## config.mk

```make
export PLATFORM = sky130hd
export DESIGN_NAME = rir_indication
export DESIGN_NICKNAME = d
export VERILOG_FILES = /design/src/pkg/rir_pkg.sv /design/src/logic/rir_indication.sv
export SDC_FILE = /design/constraint.sdc
export NUM_CORES = 1
export LEC_CHECK = 0
export BUFFER_PORTS_ARGS = -buffer_cell sky130_fd_sc_hd__buf_2
export CAP_MARGIN = 15
export CORE_MARGIN = 1.5
export CORE_UTILIZATION = 46
export CTS_CLUSTER_SIZE = 12
export DETAILED_ROUTE_END_ITERATION = 8
export MAX_ROUTING_LAYER = met4
export PLACE_DENSITY = 0.91
export SETUP_SLACK_MARGIN = 0.5
export SLEW_MARGIN = 30
export SYNTH_ARGS = -nofsm -noshare
export SYNTH_HDL_FRONTEND = slang
export SYNTH_SLANG_ARGS = --single-unit
```

## constraint.sdc

```tcl
create_clock -name core_clk -period 4.3 [get_ports core_clk]
set_clock_uncertainty 0.2 [all_clocks]
set_input_delay 0.43 -clock core_clk [delete_from_list [all_inputs] [get_ports core_clk]]
set_output_delay 0.43 -clock core_clk [all_outputs]
set_load 0.05 [all_outputs]
```

## src/pkg/rir_pkg.sv

```systemverilog
package rir_pkg;
    // Stage numbering used for start/trip inputs.
    localparam int STAGE_COUNT = 6;
    localparam int STG_OC_LOW = 0;
    localparam int STG_OC_HIGH = 1;
    localparam int STG_OC_INST = 2;
    localparam int STG_EF_LOW = 3;
    localparam int STG_EF_HIGH = 4;
    localparam int STG_PHASE_DISC = 5;
    // Event code numbers, as on the display and the read parameter.
    localparam logic [3:0] CODE_NONE = 4'h0;
    localparam logic [3:0] CODE_OC_LOW_START = 4'h1;
    localparam logic [3:0] CODE_OC_LOW_TRIP = 4'h2;
    localparam logic [3:0] CODE_OC_HIGH_START = 4'h3;
    localparam logic [3:0] CODE_OC_HIGH_TRIP = 4'h4;
    localparam logic [3:0] CODE_OC_INST_START = 4'h5;
    localparam logic [3:0] CODE_OC_INST_TRIP = 4'h6;
    localparam logic [3:0] CODE_EF_LOW_START = 4'h7;
    localparam logic [3:0] CODE_EF_LOW_TRIP = 4'h8;
    localparam logic [3:0] CODE_EF_HIGH_START = 4'h9;
    localparam logic [3:0] CODE_EF_HIGH_TRIP = 4'h0;
    localparam logic [3:0] CODE_PHASE_DISC_TRIP = 4'hb;
    localparam logic [3:0] CODE_BREAKER_FAIL = 4'hc;
    // Positions of the reset-action bits in each external input switch group.
    localparam int EXT_CLEAR_IND_BIT = 6;
    localparam int EXT_UNLATCH_BIT = 7;
    localparam int EXT_ERASE_BIT = 8;
    localparam int SW_GROUP_W = 8;
    localparam int EXT_INPUTS = 3;
    localparam int TRIP_OUTS = 4;
    localparam int FAULT_CODE_W = 10;
    // Trip-indicator modes selected by trip_led_mode_switches bits.
    localparam int LED_ON_TRIP_BIT = 0;
endpackage : rir_pkg

```

## src/logic/rir_indication.sv

```systemverilog
module rir_indication
    import rir_pkg::*;
#(
    parameter int N_STG = STAGE_COUNT,
    parameter int N_TRIP = TRIP_OUTS
) (
    input wire logic core_clk, // System clock.
    input wire logic rst, // Synchronous reset, active high.
    input wire logic reset_button, // Front-panel reset button.
    input wire logic program_button, // Front-panel program button.
    input wire logic display_dark, // Display is dark.
    input wire logic ext_ctrl_in_a, // External control input a.
    input wire logic ext_ctrl_in_b, // External control input b.
    input wire logic ext_ctrl_in_c, // External control input c.
    input wire logic [3*SW_GROUP_W-1:0] ext_input_switch_groups, // Three groups, bit 1 at lsb.
    input wire logic unlatch_command, // Bus unlatch command pulse.
    input wire logic full_clear_command, // Bus full-clear command pulse.
    input wire logic [N_STG-1:0] stage_start, // Stage start levels.
    input wire logic [N_STG-1:0] stage_trip, // Stage trip levels.
    input wire logic breaker_fail_trip, // Breaker failure unit operation.
    input wire logic [2:0] phase_over_start, // Phase currents above start threshold.
    input wire logic [4:0] start_latch_switches, // Start code latching per stage.
    input wire logic [SW_GROUP_W-1:0] trip_led_mode_switches, // Trip indicator mode.
    input wire logic [N_TRIP-1:0] trip_drive, // Trip output causing signals.
    input wire logic [N_TRIP-1:0] self_hold_switches, // Self-holding per trip output.
    input wire logic internal_fault, // Permanent internal fault detected.
    input wire logic [FAULT_CODE_W-1:0] fault_code_in, // Internal fault code number.
    output logic [3:0] event_code_read_param, // Displayed and readable code.
    output logic event_code_valid, // A code is being shown.
    output logic trip_led, // Shared trip indicator.
    output logic [2:0] phase_fault_led, // Phase fault indicators.
    output logic [N_TRIP-1:0] trip_outputs, // Trip output relays.
    output logic self_supervision_alarm, // Alarm indicator.
    output logic supervision_relay, // Self-supervision output relay drive.
    output logic fault_code_shown, // Fault code with leading one shown.
    output logic [FAULT_CODE_W-1:0] fault_code, // Held internal fault code.
    output logic clear_ind_pulse, // Indicators cleared this cycle.
    output logic unlatch_pulse, // Outputs unlatched this cycle.
    output logic erase_pulse // Recorded registers erased this cycle.
);

    // Edge detection registers for buttons and external inputs.
    logic [1:0] btn_q;
    logic [EXT_INPUTS-1:0] ext_q;
    logic [1:0] next_btn_q;
    logic [EXT_INPUTS-1:0] next_ext_q;
    logic [EXT_INPUTS-1:0] ext_rise;
    logic [EXT_INPUTS-1:0] ext_now;
    logic do_clear;
    logic do_unlatch;
    logic do_erase;

    assign ext_now = {ext_ctrl_in_c, ext_ctrl_in_b, ext_ctrl_in_a};

    always_comb begin
        next_btn_q = {program_button, reset_button};
        next_ext_q = ext_now;
    end

    always_ff @(posedge core_clk) begin
        if (rst) begin
            btn_q <= 2'b00;
            ext_q <= '0;
        end else begin
            btn_q <= next_btn_q;
            ext_q <= next_ext_q;
        end
    end

    assign ext_rise = ext_now & ~ext_q;

    // Both buttons count as one combined press on the edge that completes the pair.
    logic both_now;
    logic both_q;
    logic rst_rise;
    logic prog_rise;
    logic both_rise;
    assign both_now = reset_button & program_button;
    assign both_q = btn_q[0] & btn_q[1];
    assign both_rise = both_now & ~both_q;
    assign rst_rise = reset_button & ~btn_q[0];
    assign prog_rise = program_button & ~btn_q[1] & display_dark;

    logic ext_clear;
    logic ext_unlatch;
    logic ext_erase;
    logic [EXT_INPUTS-1:0] ext_clear_req;
    logic [EXT_INPUTS-1:0] ext_unlatch_req;
    logic [EXT_INPUTS-1:0] ext_erase_req;

    // Each input has its own switch group; bit n of a group sits at index n-1.
    for (genvar i = 0; i < EXT_INPUTS; i++) begin : g_ext_input
        logic sw_clear;
        logic sw_unlatch;
        logic sw_erase;

        assign sw_clear = ext_input_switch_groups[i*SW_GROUP_W + EXT_CLEAR_IND_BIT - 1];
        assign sw_unlatch = ext_input_switch_groups[i*SW_GROUP_W + EXT_UNLATCH_BIT - 1];
        assign sw_erase = ext_input_switch_groups[i*SW_GROUP_W + EXT_ERASE_BIT - 1];
        // A stronger action always includes the weaker ones.
        assign ext_erase_req[i] = ext_rise[i] & sw_erase;
        assign ext_unlatch_req[i] = ext_rise[i] & (sw_unlatch | sw_erase);
        assign ext_clear_req[i] = ext_rise[i] & (sw_clear | sw_unlatch | sw_erase);
    end

    assign ext_erase = |ext_erase_req;
    assign ext_unlatch = |ext_unlatch_req;
    assign ext_clear = |ext_clear_req;

    // All sources OR together so no request is lost when they coincide.
    assign do_erase = both_rise | full_clear_command | ext_erase;
    assign do_unlatch = do_erase | prog_rise | unlatch_command | ext_unlatch;
    assign do_clear = do_unlatch | rst_rise | ext_clear;

    // Indication state.
    logic [N_STG-1:0] start_mem;
    logic [N_STG-1:0] trip_mem;
    logic [N_STG-1:0] next_start_mem;
    logic [N_STG-1:0] next_trip_mem;
    logic [N_STG-1:0] start_latch_en;
    logic bf_mem;
    logic next_bf_mem;
    logic next_trip_led;
    logic [2:0] next_phase_led;
    logic [3:0] next_code;
    logic next_code_valid;
    logic any_trip;

    assign any_trip = (|stage_trip) | breaker_fail_trip;

    // Phase discontinuity has no start code, so stages past the switch field never latch.
    for (genvar s = 0; s < N_STG; s++) begin : g_latch_en
        if (s < $bits(start_latch_switches)) begin : g_switch
            assign start_latch_en[s] = start_latch_switches[s];
        end else begin : g_none
            assign start_latch_en[s] = 1'b0;
        end
    end

    // Code table per stage.
    function automatic logic [3:0] start_code(input int s);
        unique case (s)
            STG_OC_LOW: start_code = CODE_OC_LOW_START;
            STG_OC_HIGH: start_code = CODE_OC_HIGH_START;
            STG_OC_INST: start_code = CODE_OC_INST_START;
            STG_EF_LOW: start_code = CODE_EF_LOW_START;
            STG_EF_HIGH: start_code = CODE_EF_HIGH_START;
            default: start_code = CODE_NONE;
        endcase
    endfunction : start_code

    function automatic logic [3:0] trip_code(input int s);
        unique case (s)
            STG_OC_LOW: trip_code = CODE_OC_LOW_TRIP;
            STG_OC_HIGH: trip_code = CODE_OC_HIGH_TRIP;
            STG_OC_INST: trip_code = CODE_OC_INST_TRIP;
            STG_EF_LOW: trip_code = CODE_EF_LOW_TRIP;
            STG_EF_HIGH: trip_code = CODE_EF_HIGH_TRIP;
            default: trip_code = CODE_PHASE_DISC_TRIP;
        endcase
    endfunction : trip_code

    // One start memory and one trip memory per protection stage.
    for (genvar s = 0; s < N_STG; s++) begin : g_stage_mem
        // New events set over a clear in the same cycle.
        always_comb begin
            next_trip_mem[s] = stage_trip[s] | (trip_mem[s] & ~do_clear);
            if (start_latch_en[s]) begin
                next_start_mem[s] = stage_start[s] | (start_mem[s] & ~do_clear);
            end else begin
                next_start_mem[s] = stage_start[s];
            end
        end

        always_ff @(posedge core_clk) begin
            if (rst) begin
                start_mem[s] <= 1'b0;
                trip_mem[s] <= 1'b0;
            end else begin
                start_mem[s] <= next_start_mem[s];
                trip_mem[s] <= next_trip_mem[s];
            end
        end
    end

    // Breaker failure memory.
    always_comb begin
        next_bf_mem = breaker_fail_trip | (bf_mem & ~do_clear);
    end

    always_ff @(posedge core_clk) begin
        if (rst) begin
            bf_mem <= 1'b0;
        end else begin
            bf_mem <= next_bf_mem;
        end
    end

    // Shared trip indicator and phase fault indicators.
    always_comb begin
        if (trip_led_mode_switches[LED_ON_TRIP_BIT]) begin
            next_trip_led = any_trip | (trip_led & ~do_clear);
        end else begin
            next_trip_led = any_trip;
        end
        // Only the reset button clears the phase indicators; bus commands leave them lit.
        next_phase_led = (any_trip ? phase_over_start : 3'b000)
            | (phase_fault_led & ~{3{rst_rise}});
    end

    always_ff @(posedge core_clk) begin
        if (rst) begin
            trip_led <= 1'b0;
            phase_fault_led <= 3'b000;
        end else begin
            trip_led <= next_trip_led;
            phase_fault_led <= next_phase_led;
        end
    end

    // Display code, shared with the read parameter so both always agree.
    always_comb begin
        next_code = CODE_NONE;
        next_code_valid = 1'b0;
        // Lowest stage number wins; a trip hides the same stage's start.
        for (int s = N_STG - 1; s >= 0; s--) begin
            if (next_trip_mem[s]) begin
                next_code = trip_code(s);
                next_code_valid = 1'b1;
            end else if (next_start_mem[s] && s != STG_PHASE_DISC) begin
                next_code = start_code(s);
                next_code_valid = 1'b1;
            end
        end
        if (next_bf_mem) begin
            next_code = CODE_BREAKER_FAIL;
            next_code_valid = 1'b1;
        end
    end

    always_ff @(posedge core_clk) begin
        if (rst) begin
            event_code_read_param <= CODE_NONE;
            event_code_valid <= 1'b0;
        end else begin
            event_code_read_param <= next_code;
            event_code_valid <= next_code_valid;
        end
    end

    // Action pulses tell the rest of the design, outside this module, what was cleared this cycle.
    always_ff @(posedge core_clk) begin
        if (rst) begin
            clear_ind_pulse <= 1'b0;
            unlatch_pulse <= 1'b0;
            erase_pulse <= 1'b0;
        end else begin
            clear_ind_pulse <= do_clear;
            unlatch_pulse <= do_unlatch;
            erase_pulse <= do_erase;
        end
    end

    // One self-holding stage per trip relay.
    for (genvar t = 0; t < N_TRIP; t++) begin : g_trip_out
        logic next_out;

        // The hold path reads only its own relay, so latched indicators cannot steer an output.
        always_comb begin
            next_out = trip_drive[t] | (self_hold_switches[t] & trip_outputs[t] & ~do_unlatch);
        end

        always_ff @(posedge core_clk) begin
            if (rst) begin
                trip_outputs[t] <= 1'b0;
            end else begin
                trip_outputs[t] <= next_out;
            end
        end
    end

    // Self-supervision: sticky until power-on reset only; no reset source touches it.
    logic next_alarm;
    logic [FAULT_CODE_W-1:0] next_fault_code;

    always_comb begin
        next_alarm = self_supervision_alarm | internal_fault;
    end

    // Lamp and relay share one next value so they can never disagree.
    always_ff @(posedge core_clk) begin
        if (rst) begin
            self_supervision_alarm <= 1'b0;
            supervision_relay <= 1'b0;
            fault_code_shown <= 1'b0;
        end else begin
            self_supervision_alarm <= next_alarm;
            supervision_relay <= next_alarm;
            fault_code_shown <= next_alarm;
        end
    end

    // The first code is kept, so a later fault cannot overwrite what service needs to see.
    always_comb begin
        next_fault_code = fault_code;
        if (internal_fault && !self_supervision_alarm) begin
            next_fault_code = fault_code_in;
        end
    end

    always_ff @(posedge core_clk) begin
        if (rst) begin
            fault_code <= '0;
        end else begin
            fault_code <= next_fault_code;
        end
    end

endmodule : rir_indication

```

==> results of run 1 <==
## flip-flops by register name, indices dropped and copies added (netlist names), 2 cells and up
register,count
trip_mem,6
start_mem,5
event_code_read_param,4
fault_code,10
trip_outputs,4
ext_q,3
phase_fault_led,3
btn_q,2
## area by class of cell
type / instances / share of cell area
multi-input combinational: 147 / 0.368
tap: 48 / 0.0258
inverter: 1 / 0.00161
clock buffer: 8 / 0.0388
sequential: 44 / 0.379
timing repair buffer: 87 / 0.187
## power groups by stage
| stage | Combinational (W) | Clock, W | Sequential (W) |
|---|---|---|---|
| 4_1_cts | 0.000174 | 0.000263 | 0.000442 |
| 3_3_place_gp | 0.000170 | 0 | 0.000450 |
| 5_1_grt | 0.000187 | 0.000277 | 0.000444 |
| 2_1_floorplan | 0.0000648 | 0 | 0.000503 |
| 3_5_place_dp | 0.000173 | 0 | 0.000452 |
| 6_report | 0.000173 | 0.000256 | 0.000442 |
## synth_stat cells, drive strengths merged, types with 2 or more instances
cell / count
a211oi: 4
a21o: 5
a21oi: 16
a22oi: 3
a31oi: 11
a41oi: 2
and2: 2
buf: 4
clkbuf: 7
dfxtp: 44
nand2: 27
nand2b: 4
nand3b: 4
nand4: 2
nor2: 28
nor2b: 9
nor3: 5
nor4: 2
o211ai: 2
o21ai: 2
o22ai: 2
## metal layers
| layer | up-vias | part of all wire |
|---|---|---|
| met5 | - | 0 |
| met4 | 0 | 0.015 |
| li1 | 893 | - |
| met1 | 782 | 0.43 |
| met2 | 88 | 0.48 |
| met3 | 8 | 0.081 |
## worst max-delay path, cell delays in order (launching register included)
cell,delay [ps]
dfxtp_1,350
and2_1,150
o221ai_2,140
nor4_4,530
and2_1,570
a211oi_1,220
a221oi_1,290
a211oi_1,120
## stage by stage
step / power, W / util / hold slack [ps] / cells / area, um^2
floorplan: 0.000568 / - / 279 / 203 / 1810
global placement: 0.000621 / 0.601 / 238 / 327 / 2230
detailed placement: 0.000625 / 0.601 / 245 / 327 / 2230
CTS: 0.000879 / 0.626 / 141 / 335 / 2320
global route: 0.000908 / 0.626 / 168 / 335 / 2320
finish: 0.000871 / 0.626 / 152 / 335 / 2320
## kinds of logic after synthesis
group                  after synthesis
AOI/OAI and AO/OA                   58
and+or+nand+nor                     89
buffers and inverters               12
DFF                                 44
## how the worst max path moves through the flow
stage / cells past startpoint / start / end / slack, ps
2_1_floorplan: 9 / ext_ctrl_in_b / event_code_read_param[0] / 2090
3_3_place_gp: 8 / reset_button / event_code_read_param[1] / 1460
3_5_place_dp: 8 / ext_ctrl_in_b / event_code_read_param[1] / 1430
4_1_cts: 7 / btn_q[1] / event_code_read_param[1] / 1630
5_1_grt: 7 / btn_q[0] / event_code_read_param[1] / 1410
6_report: 7 / btn_q[1] / event_code_read_param[1] / 1620
==> qor.yml, run 1 <==
status: "finished, final reports clean"
yosysTopAreaCellShare: 0.488
gp_congestion: 0.942
synth_edf_count: 0
clock_power_share: 0.294
die-area_um2: 4310
setup_tns_ps: 0
cp-end-kind: "flop"
synth_fa_ha_area_frac: 0
regArea_um2: 881
clk_path_buf_depth: 2
met2_usage: 0.343
yosysTopAreaCell: "dfxtp_1"
hold_viol: 0
path_max_fanout: 16
max_slew_margin: 0.479
p_seq_frac: 0.507
synth.area.top_cells: "dfxtp_1 (49%), nor2_1 (5.8%), nand2_1 (5.6%), a21oi_1 (4.4%), a31oi_1 (3.8%)"
p_comb_frac: 0.199
clock-root-buffer: "clkbuf_8"
synth_compound_area_frac: 0.224
cap_violations: 0
io-pin-count: 111
drt-total-wl_mm: 4.19
switching_share: 0.289
syn_inst: 203
synth-simple-area-share: 0.249
core_um2: 3720
grt_pass1_wl_mm: 6.73
post-dp-hpwl_mm: 3.23
diodes: 0
first_pass_iters: 4
overflow: 0
cts_buffers: 5
r2r_slack_ps: 1620
grt_busiest_layer: "met2"
drive_gt1_frac: 0.348
rr_worst_depth: 7
p_switching_w: 0.000252
crit_type: "flop to flop"
min_path_type: "input port to flop"
finalCriticalPeriod_ps: 2680
setup_viol: 0
synth_fp_nets: 285
ys_types: 45
syn_avg_cell_area_um2: 8.90
worstReg2RegEnd: "event_code_read_param[1]"
io_buffers: 87
drtAntennaViolNets: 0
internal_power_w: 0.000619
drc: 0
vias: 1771
synth_top_family_by_area: "simple AND/OR/NAND/NOR gates"
synthArstFlopShare: 0
synthXorXnorAreaFrac: 0
layout_commonest_cell: "buf_2"
ys.flop_type: "dfxtp_1"
num-fill-cells: 352
vdd_drop_max_v: 0.000237
p_leak_nw: 1.08
finalMaxSlewViolations: 0
clk_latency_ps: 290
area.growth.synth_to_final_pct: 28.7
htreeDepth: 2
startpoint_type: "flop"
cts_resized: 0
hold_start: "trip_drive[2]"
die_x_um: 65.7
fmax_mhz: 373
rr_startpoint: "btn_q[1]"
grt_max_degree: 46
rows: 22
multi_input_area_um2: 855
whs_path_depth: 3
tightest_slew_ps: 782
ys_ff_latch: 44
clkSlewWorstSetupHoldPaths_ps: 80
grt_pass1_vias: 1599
cts.sinks: 44
finalCritPeriodShare: 0.624
via_per_inst: 5.29
wire_per_inst_um: 12.5
min_to: "trip_outputs[2]"
cts-hold-fix-buffers: 0
antenna_found_initial: 0
most-common-layout-cells: "buf_2 (87), dfxtp_1 (44), nor2_1 (28)"
grtUsageMet1: 0.231
synth.yosys.seq_area_share: 0.488
ys_warn_count: 0
initial_utilization: 0.486
synthMuxAreaShare: 0
fp.dieH_um: 65.7
dpl_worst_slack_ps: 1430
grt_util_met3: 0.0616
grt_util_all_layers: 0.207
syn_area_um2: 1810
setup_ws_ps: 1620
grt_setup_unrepaired: "false"
cts_setup_buffers: 0
cts_tree: "built"
arrival_ps: 2650
drt_iter0_drc: 61
final_nets: 368
power_density_nw_per_um2: 375
crit_required_ps: 4260
No activity file was read; power rests on OpenSTA's default activity.
==> run 2: changes to the inputs <==
--- a/config.mk
+++ b/config.mk
@@ -8,11 +8,11 @@
 export BUFFER_PORTS_ARGS = -buffer_cell sky130_fd_sc_hd__buf_2
 export CAP_MARGIN = 15
 export CORE_MARGIN = 1.5
-export CORE_UTILIZATION = 46
+export CORE_UTILIZATION = 38
 export CTS_CLUSTER_SIZE = 12
 export DETAILED_ROUTE_END_ITERATION = 8
 export MAX_ROUTING_LAYER = met4
-export PLACE_DENSITY = 0.91
+export PLACE_DENSITY = 0.81
 export SETUP_SLACK_MARGIN = 0.5
 export SLEW_MARGIN = 30
 export SYNTH_ARGS = -nofsm -noshare
==> constraint.sdc (replaced) <==
create_clock -name core_clk -period 2.2 [get_ports core_clk]
set_clock_uncertainty 0.2 [all_clocks]
set_input_delay 0.22 -clock core_clk [delete_from_list [all_inputs] [get_ports core_clk]]
set_output_delay 0.22 -clock core_clk [all_outputs]
set_load 0.05 [all_outputs]
==> qor.yml, run 2 (synthesized netlist as in run 1, its figures left out) <==
layout_commonest_cell: "buf_2"
path_max_fanout: 7
crit_type: "flop to flop"
finalCritPeriodShare: 0.935
final_area_um2: 3100
clkSlewWorstSetupHoldPaths_ps: 90
grt_setup_unrepaired: "true"
min_path_type: "input port to flop"
fmax_mhz: 486
diodes: 0
drc: 0
drtAntennaViolNets: 0
top_layer: "met4"
startpoint_type: "flop"
largest_register: "fault_code"
cts.sinks: 44
post-dp-hpwl_mm: 3.42
final_nets: 420
grt_util_all_layers: 0.222
wire_per_inst_um: 14.4
p_total_w: 0.00196
vias: 2031
drive_gt1_frac: 0.448
stdcell_count: 391
met2_length_mm: 2.89
cp-end-kind: "flop"
most-common-layout-cells: "buf_2 (87), dfxtp_1 (40), dlygate4sd3_1 (32)"
first_pass_iters: 4
overflow: 0
path_delay_family: "simple AND/OR/NAND/NOR gates"
area.growth.synth_to_final_pct: 71.7
cts_tree: "built"
initial_utilization: 0.404
arrival_ps: 2030
vdd_drop_max_v: 0.000349
htreeDepth: 2
power_density_nw_per_um2: 633
grt_max_degree: 24
top_regs: "fault_code (10), trip_mem (6), start_mem (5)"
grt_pass1_vias: 2004
drt-total-wl_mm: 5.64
utilization: 0.694
io_buffers: 87
worst-path-buf-inv: 1
fp.dieH_um: 72.0
drt_iter0_drc: 84
largest_reg_flops: 10
cp_slowest_stage_delay_ps: 340
post_dp_cell_area_um2: 2380
met3_length_um: 295
tightest_slew_ps: 479
crit_required_ps: 2180
drt-met1-wl_mm: 2.36
cap_violations: 0
status: "finished, final reports clean"
finalMaxSlewViolations: 0
clk_latency_ps: 300
grt_pass1_wl_mm: 8.85
antenna_found_initial: 0
max_slew_margin: 0.681
via_per_inst: 5.19
dp_cells: 346
hold_viol: 0
p_leak_nw: 1.38
die-area_um2: 5180
die_x_um: 72.0
setup_viol: 0
cts_buffers: 5
clk_path_buf_depth: 2
slowest_stage: "dfxtp_2"
io-pin-count: 111
rows: 24
worstPathCellList: "nand3b_1, o221ai_2, nor4_4, and2_4, buf_4, a211oi_2, o2111ai_1, a21oi_1"
gp_congestion: 0.868
core_um2: 4470
clock-root-buffer: "clkbuf_8"
finalCriticalPeriod_ps: 2060
-- run 2: worst register-to-register path: cells and delay by family (launching register included) --
kind,cells,cell delay [ps]
AOI/OAI and AO/OA,4,570
and+or+nand+nor,3,690
DFF,1,340
buffers and inverters,1,140
-- run 2: power by group --
group	total, W	internal, W	switching (W)
Sequential	0.000871	0.000843	0.0000281
Clock	0.000634	0.000342	0.000292
Combinational	0.000460	0.000188	0.000272
-- run 2: cell type report --
class	instances	area, um^2
multi-input combinational	147	1100
clock inverter	3	46.3
timing repair buffer	139	932
inverter	1	3.75
tap	52	65.1
clock buffer	5	68.8
fill	338	1370
sequential	44	886
-- run 2: through the flow --
stage                     setup WS (ps)  setup TNS [ps]  hold slack (ps)
after floorplan                     144               0              135
after global placement            -5.32           -5.32              230
after detailed placement          -50.7           -50.7              239
after CTS                           173               0             1.45
after global routing               52.9               0            -2.27
final                               144               0             8.07
-- run 2: final timing paths --
path,to,cells past startpoint,slack [ps],start
max,event_code_read_param[3],8,140,ext_q[0]
min,ext_q[2],2,8,ext_ctrl_in_c
max reg2reg,event_code_read_param[3],8,140,ext_q[0]
min reg2reg,fault_code[0],2,250,fault_code[0]
-- run 2: timing repair --
item,in CTS,in global routing
hold endpoints to repair,28,0
setup buffers,3,2
hold buffers,32,0
endpoints found under the setup margin,20,32
pin swaps,7,16
gates resized for setup,23,25
-- run 2: routing by layer --
metal  track usage  vias to the layer above
met4        0.0671                        0
met2         0.401                       77
met5             -                        -
li1              -                      997
met1         0.245                      941
met3        0.0458                       16
==> run 3: changes to the inputs <==
--- a/config.mk
+++ b/config.mk
@@ -12,7 +12,7 @@
 export CTS_CLUSTER_SIZE = 12
 export DETAILED_ROUTE_END_ITERATION = 8
 export MAX_ROUTING_LAYER = met4
-export PLACE_DENSITY = 0.81
+export PLACE_DENSITY = 0.73
 export SETUP_SLACK_MARGIN = 0.5
 export SLEW_MARGIN = 30
 export SYNTH_ARGS = -nofsm -noshare
==> qor.yml, run 3 (synthesized netlist as in run 1, its figures left out) <==
cts_tree: "built"
crit_top_cell: "and2_4"
largest_register: "fault_code"
finalCriticalPeriod_ps: 2120
cts_buffers: 5
antenna_found_initial: 0
slowest_stage: "nor4_4"
fp.dieH_um: 72.0
gp_congestion: 0.843
drc: 0
top_regs: "fault_code (10), trip_mem (6), start_mem (5)"
startpoint_type: "flop"
worstPathCellList: "and2_4, o221ai_2, nor4_4, and2_4, buf_6, a21o_4, nand4_1, a211oi_2"
num-fill-cells: 358
core_um2: 4470
cp_slowest_stage_delay_ps: 350
max_slew_margin: 0.735
area.growth.synth_to_final_pct: 65.0
diodes: 0
wire_per_inst_um: 14.0
arrival_ps: 2120
grt_max_degree: 25
clkSlewWorstSetupHoldPaths_ps: 80
tightest_slew_ps: 398
holdWs_ps: 28.8
most-common-layout-cells: "buf_2 (87), dfxtp_1 (39), dlygate4sd3_1 (31)"
via_per_inst: 5.12
grt_pass1_vias: 1960
grt_util_all_layers: 0.219
rows: 24
cap_violations: 0
htreeDepth: 2
vdd_drop_max_v: 0.000329
first_pass_iters: 5
rr_worst_depth: 8
p_leak_nw: 1.34
finalMaxSlewViolations: 0
grt_pass1_wl_mm: 8.71
io_buffers: 87
drive_gt1_frac: 0.422
io-pin-count: 111
clk_latency_ps: 290
whs_path_depth: 3
final_nets: 416
worst-path-buf-inv: 1
hold_viol: 0
overflow: 0
crit_type: "flop to flop"
cp-end-kind: "flop"
setup_tns_ps: 0
setup_viol: 0
cts.sinks: 44
status: "finished, final reports clean"
path_max_fanout: 5
die_x_um: 72.0
drt_iter0_drc: 82
crit_required_ps: 2210
finalCritPeriodShare: 0.962
min_to: "trip_mem[0]"
power_density_nw_per_um2: 675
drtAntennaViolNets: 0
clock-root-buffer: "clkbuf_8"
clk_path_buf_depth: 2
drt-total-wl_mm: 5.41
path_delay_family: "simple AND/OR/NAND/NOR gates"
worstReg2RegEnd: "event_code_read_param[1]"
grt_setup_unrepaired: "true"
min_path_type: "input port to flop"
r2r_slack_ps: 80
fmax_mhz: 473
post-dp-hpwl_mm: 3.48
layout_commonest_cell: "buf_2"
largest_reg_flops: 10
hold_start: "stage_trip[0]"
die-area_um2: 5180
rr_startpoint: "btn_q[1]"
initial_utilization: 0.404
vias: 1975
-- run 3: cell count changes in the layout (fill, tap and decap cells not counted), sizes merged --
cell         change
buf              -3
bufinv           +1
clkinvlp         -1
dlygate4sd3      -1
inv              -1
-- run 3: timing repair --
item                                   in CTS  in global routing
hold buffers                               31                  0
setup endpoints to repair                  19                 33
buffers inserted                            4                  2
endpoints found under the hold margin      27                  0
pin swaps                                   8                  5
resized for setup                          23                  6
-- run 3: how the worst max path moves through the flow --
stage | from | slack (ps) | end | depth (start not counted)
3_3_place_gp | ext_ctrl_in_b | 30 | event_code_read_param[1] | 9
5_1_grt | btn_q[1] | 20 | event_code_read_param[1] | 8
3_5_place_dp | ext_ctrl_in_b | 10 | event_code_read_param[1] | 9
6_report | btn_q[1] | 80 | event_code_read_param[1] | 8
2_1_floorplan | ext_q[2] | 140 | event_code_valid | 8
4_1_cts | btn_q[1] | 140 | event_code_read_param[1] | 8
-- run 3: layout make-up --
type	instances	area, um^2	area share
flip-flops and latches	44	887	0.298
clock buffers	5	68.8	0.0231
well taps	52	65.1	0.0218
inverters	1	3.75	0.00126
clock inverters	2	60.1	0.0202
repair buffers	135	888	0.298
multi-input cells	147	1010	0.338
-- run 3: through the flow --
stage,setup WS [ps],instance area (um^2),total power (W),util,cells
2_1_floorplan,144,1830,0.00111,-,203
3_3_place_gp,26.6,2350,0.00124,0.525,342
3_5_place_dp,14.2,2350,0.00124,0.525,342
4_1_cts,138,2930,0.00201,0.654,384
5_1_grt,23.8,2980,0.00210,0.666,386
6_report,83.9,2980,0.00201,0.666,386
-- run 3: tightest hold or removal path, stage by stage --
cell,delay (ps)
buf_2,130
a21oi_1,60
nor2_1,80
-- run 3: routing by layer --
metal,wire (um),track usage,vias up
met4,125,0.0650,0
met3,329,0.0542,13
met5,0,-,-
met1,2210,0.242,902
met2,2750,0.391,70
li1,-,-,990
-- run 3: power by group --
group,internal (W),switching [W],total (W)
Combinational,0.000175,0.000260,0.000435
Clock,0.000447,0.000261,0.000708
Sequential,0.000843,0.0000252,0.000868
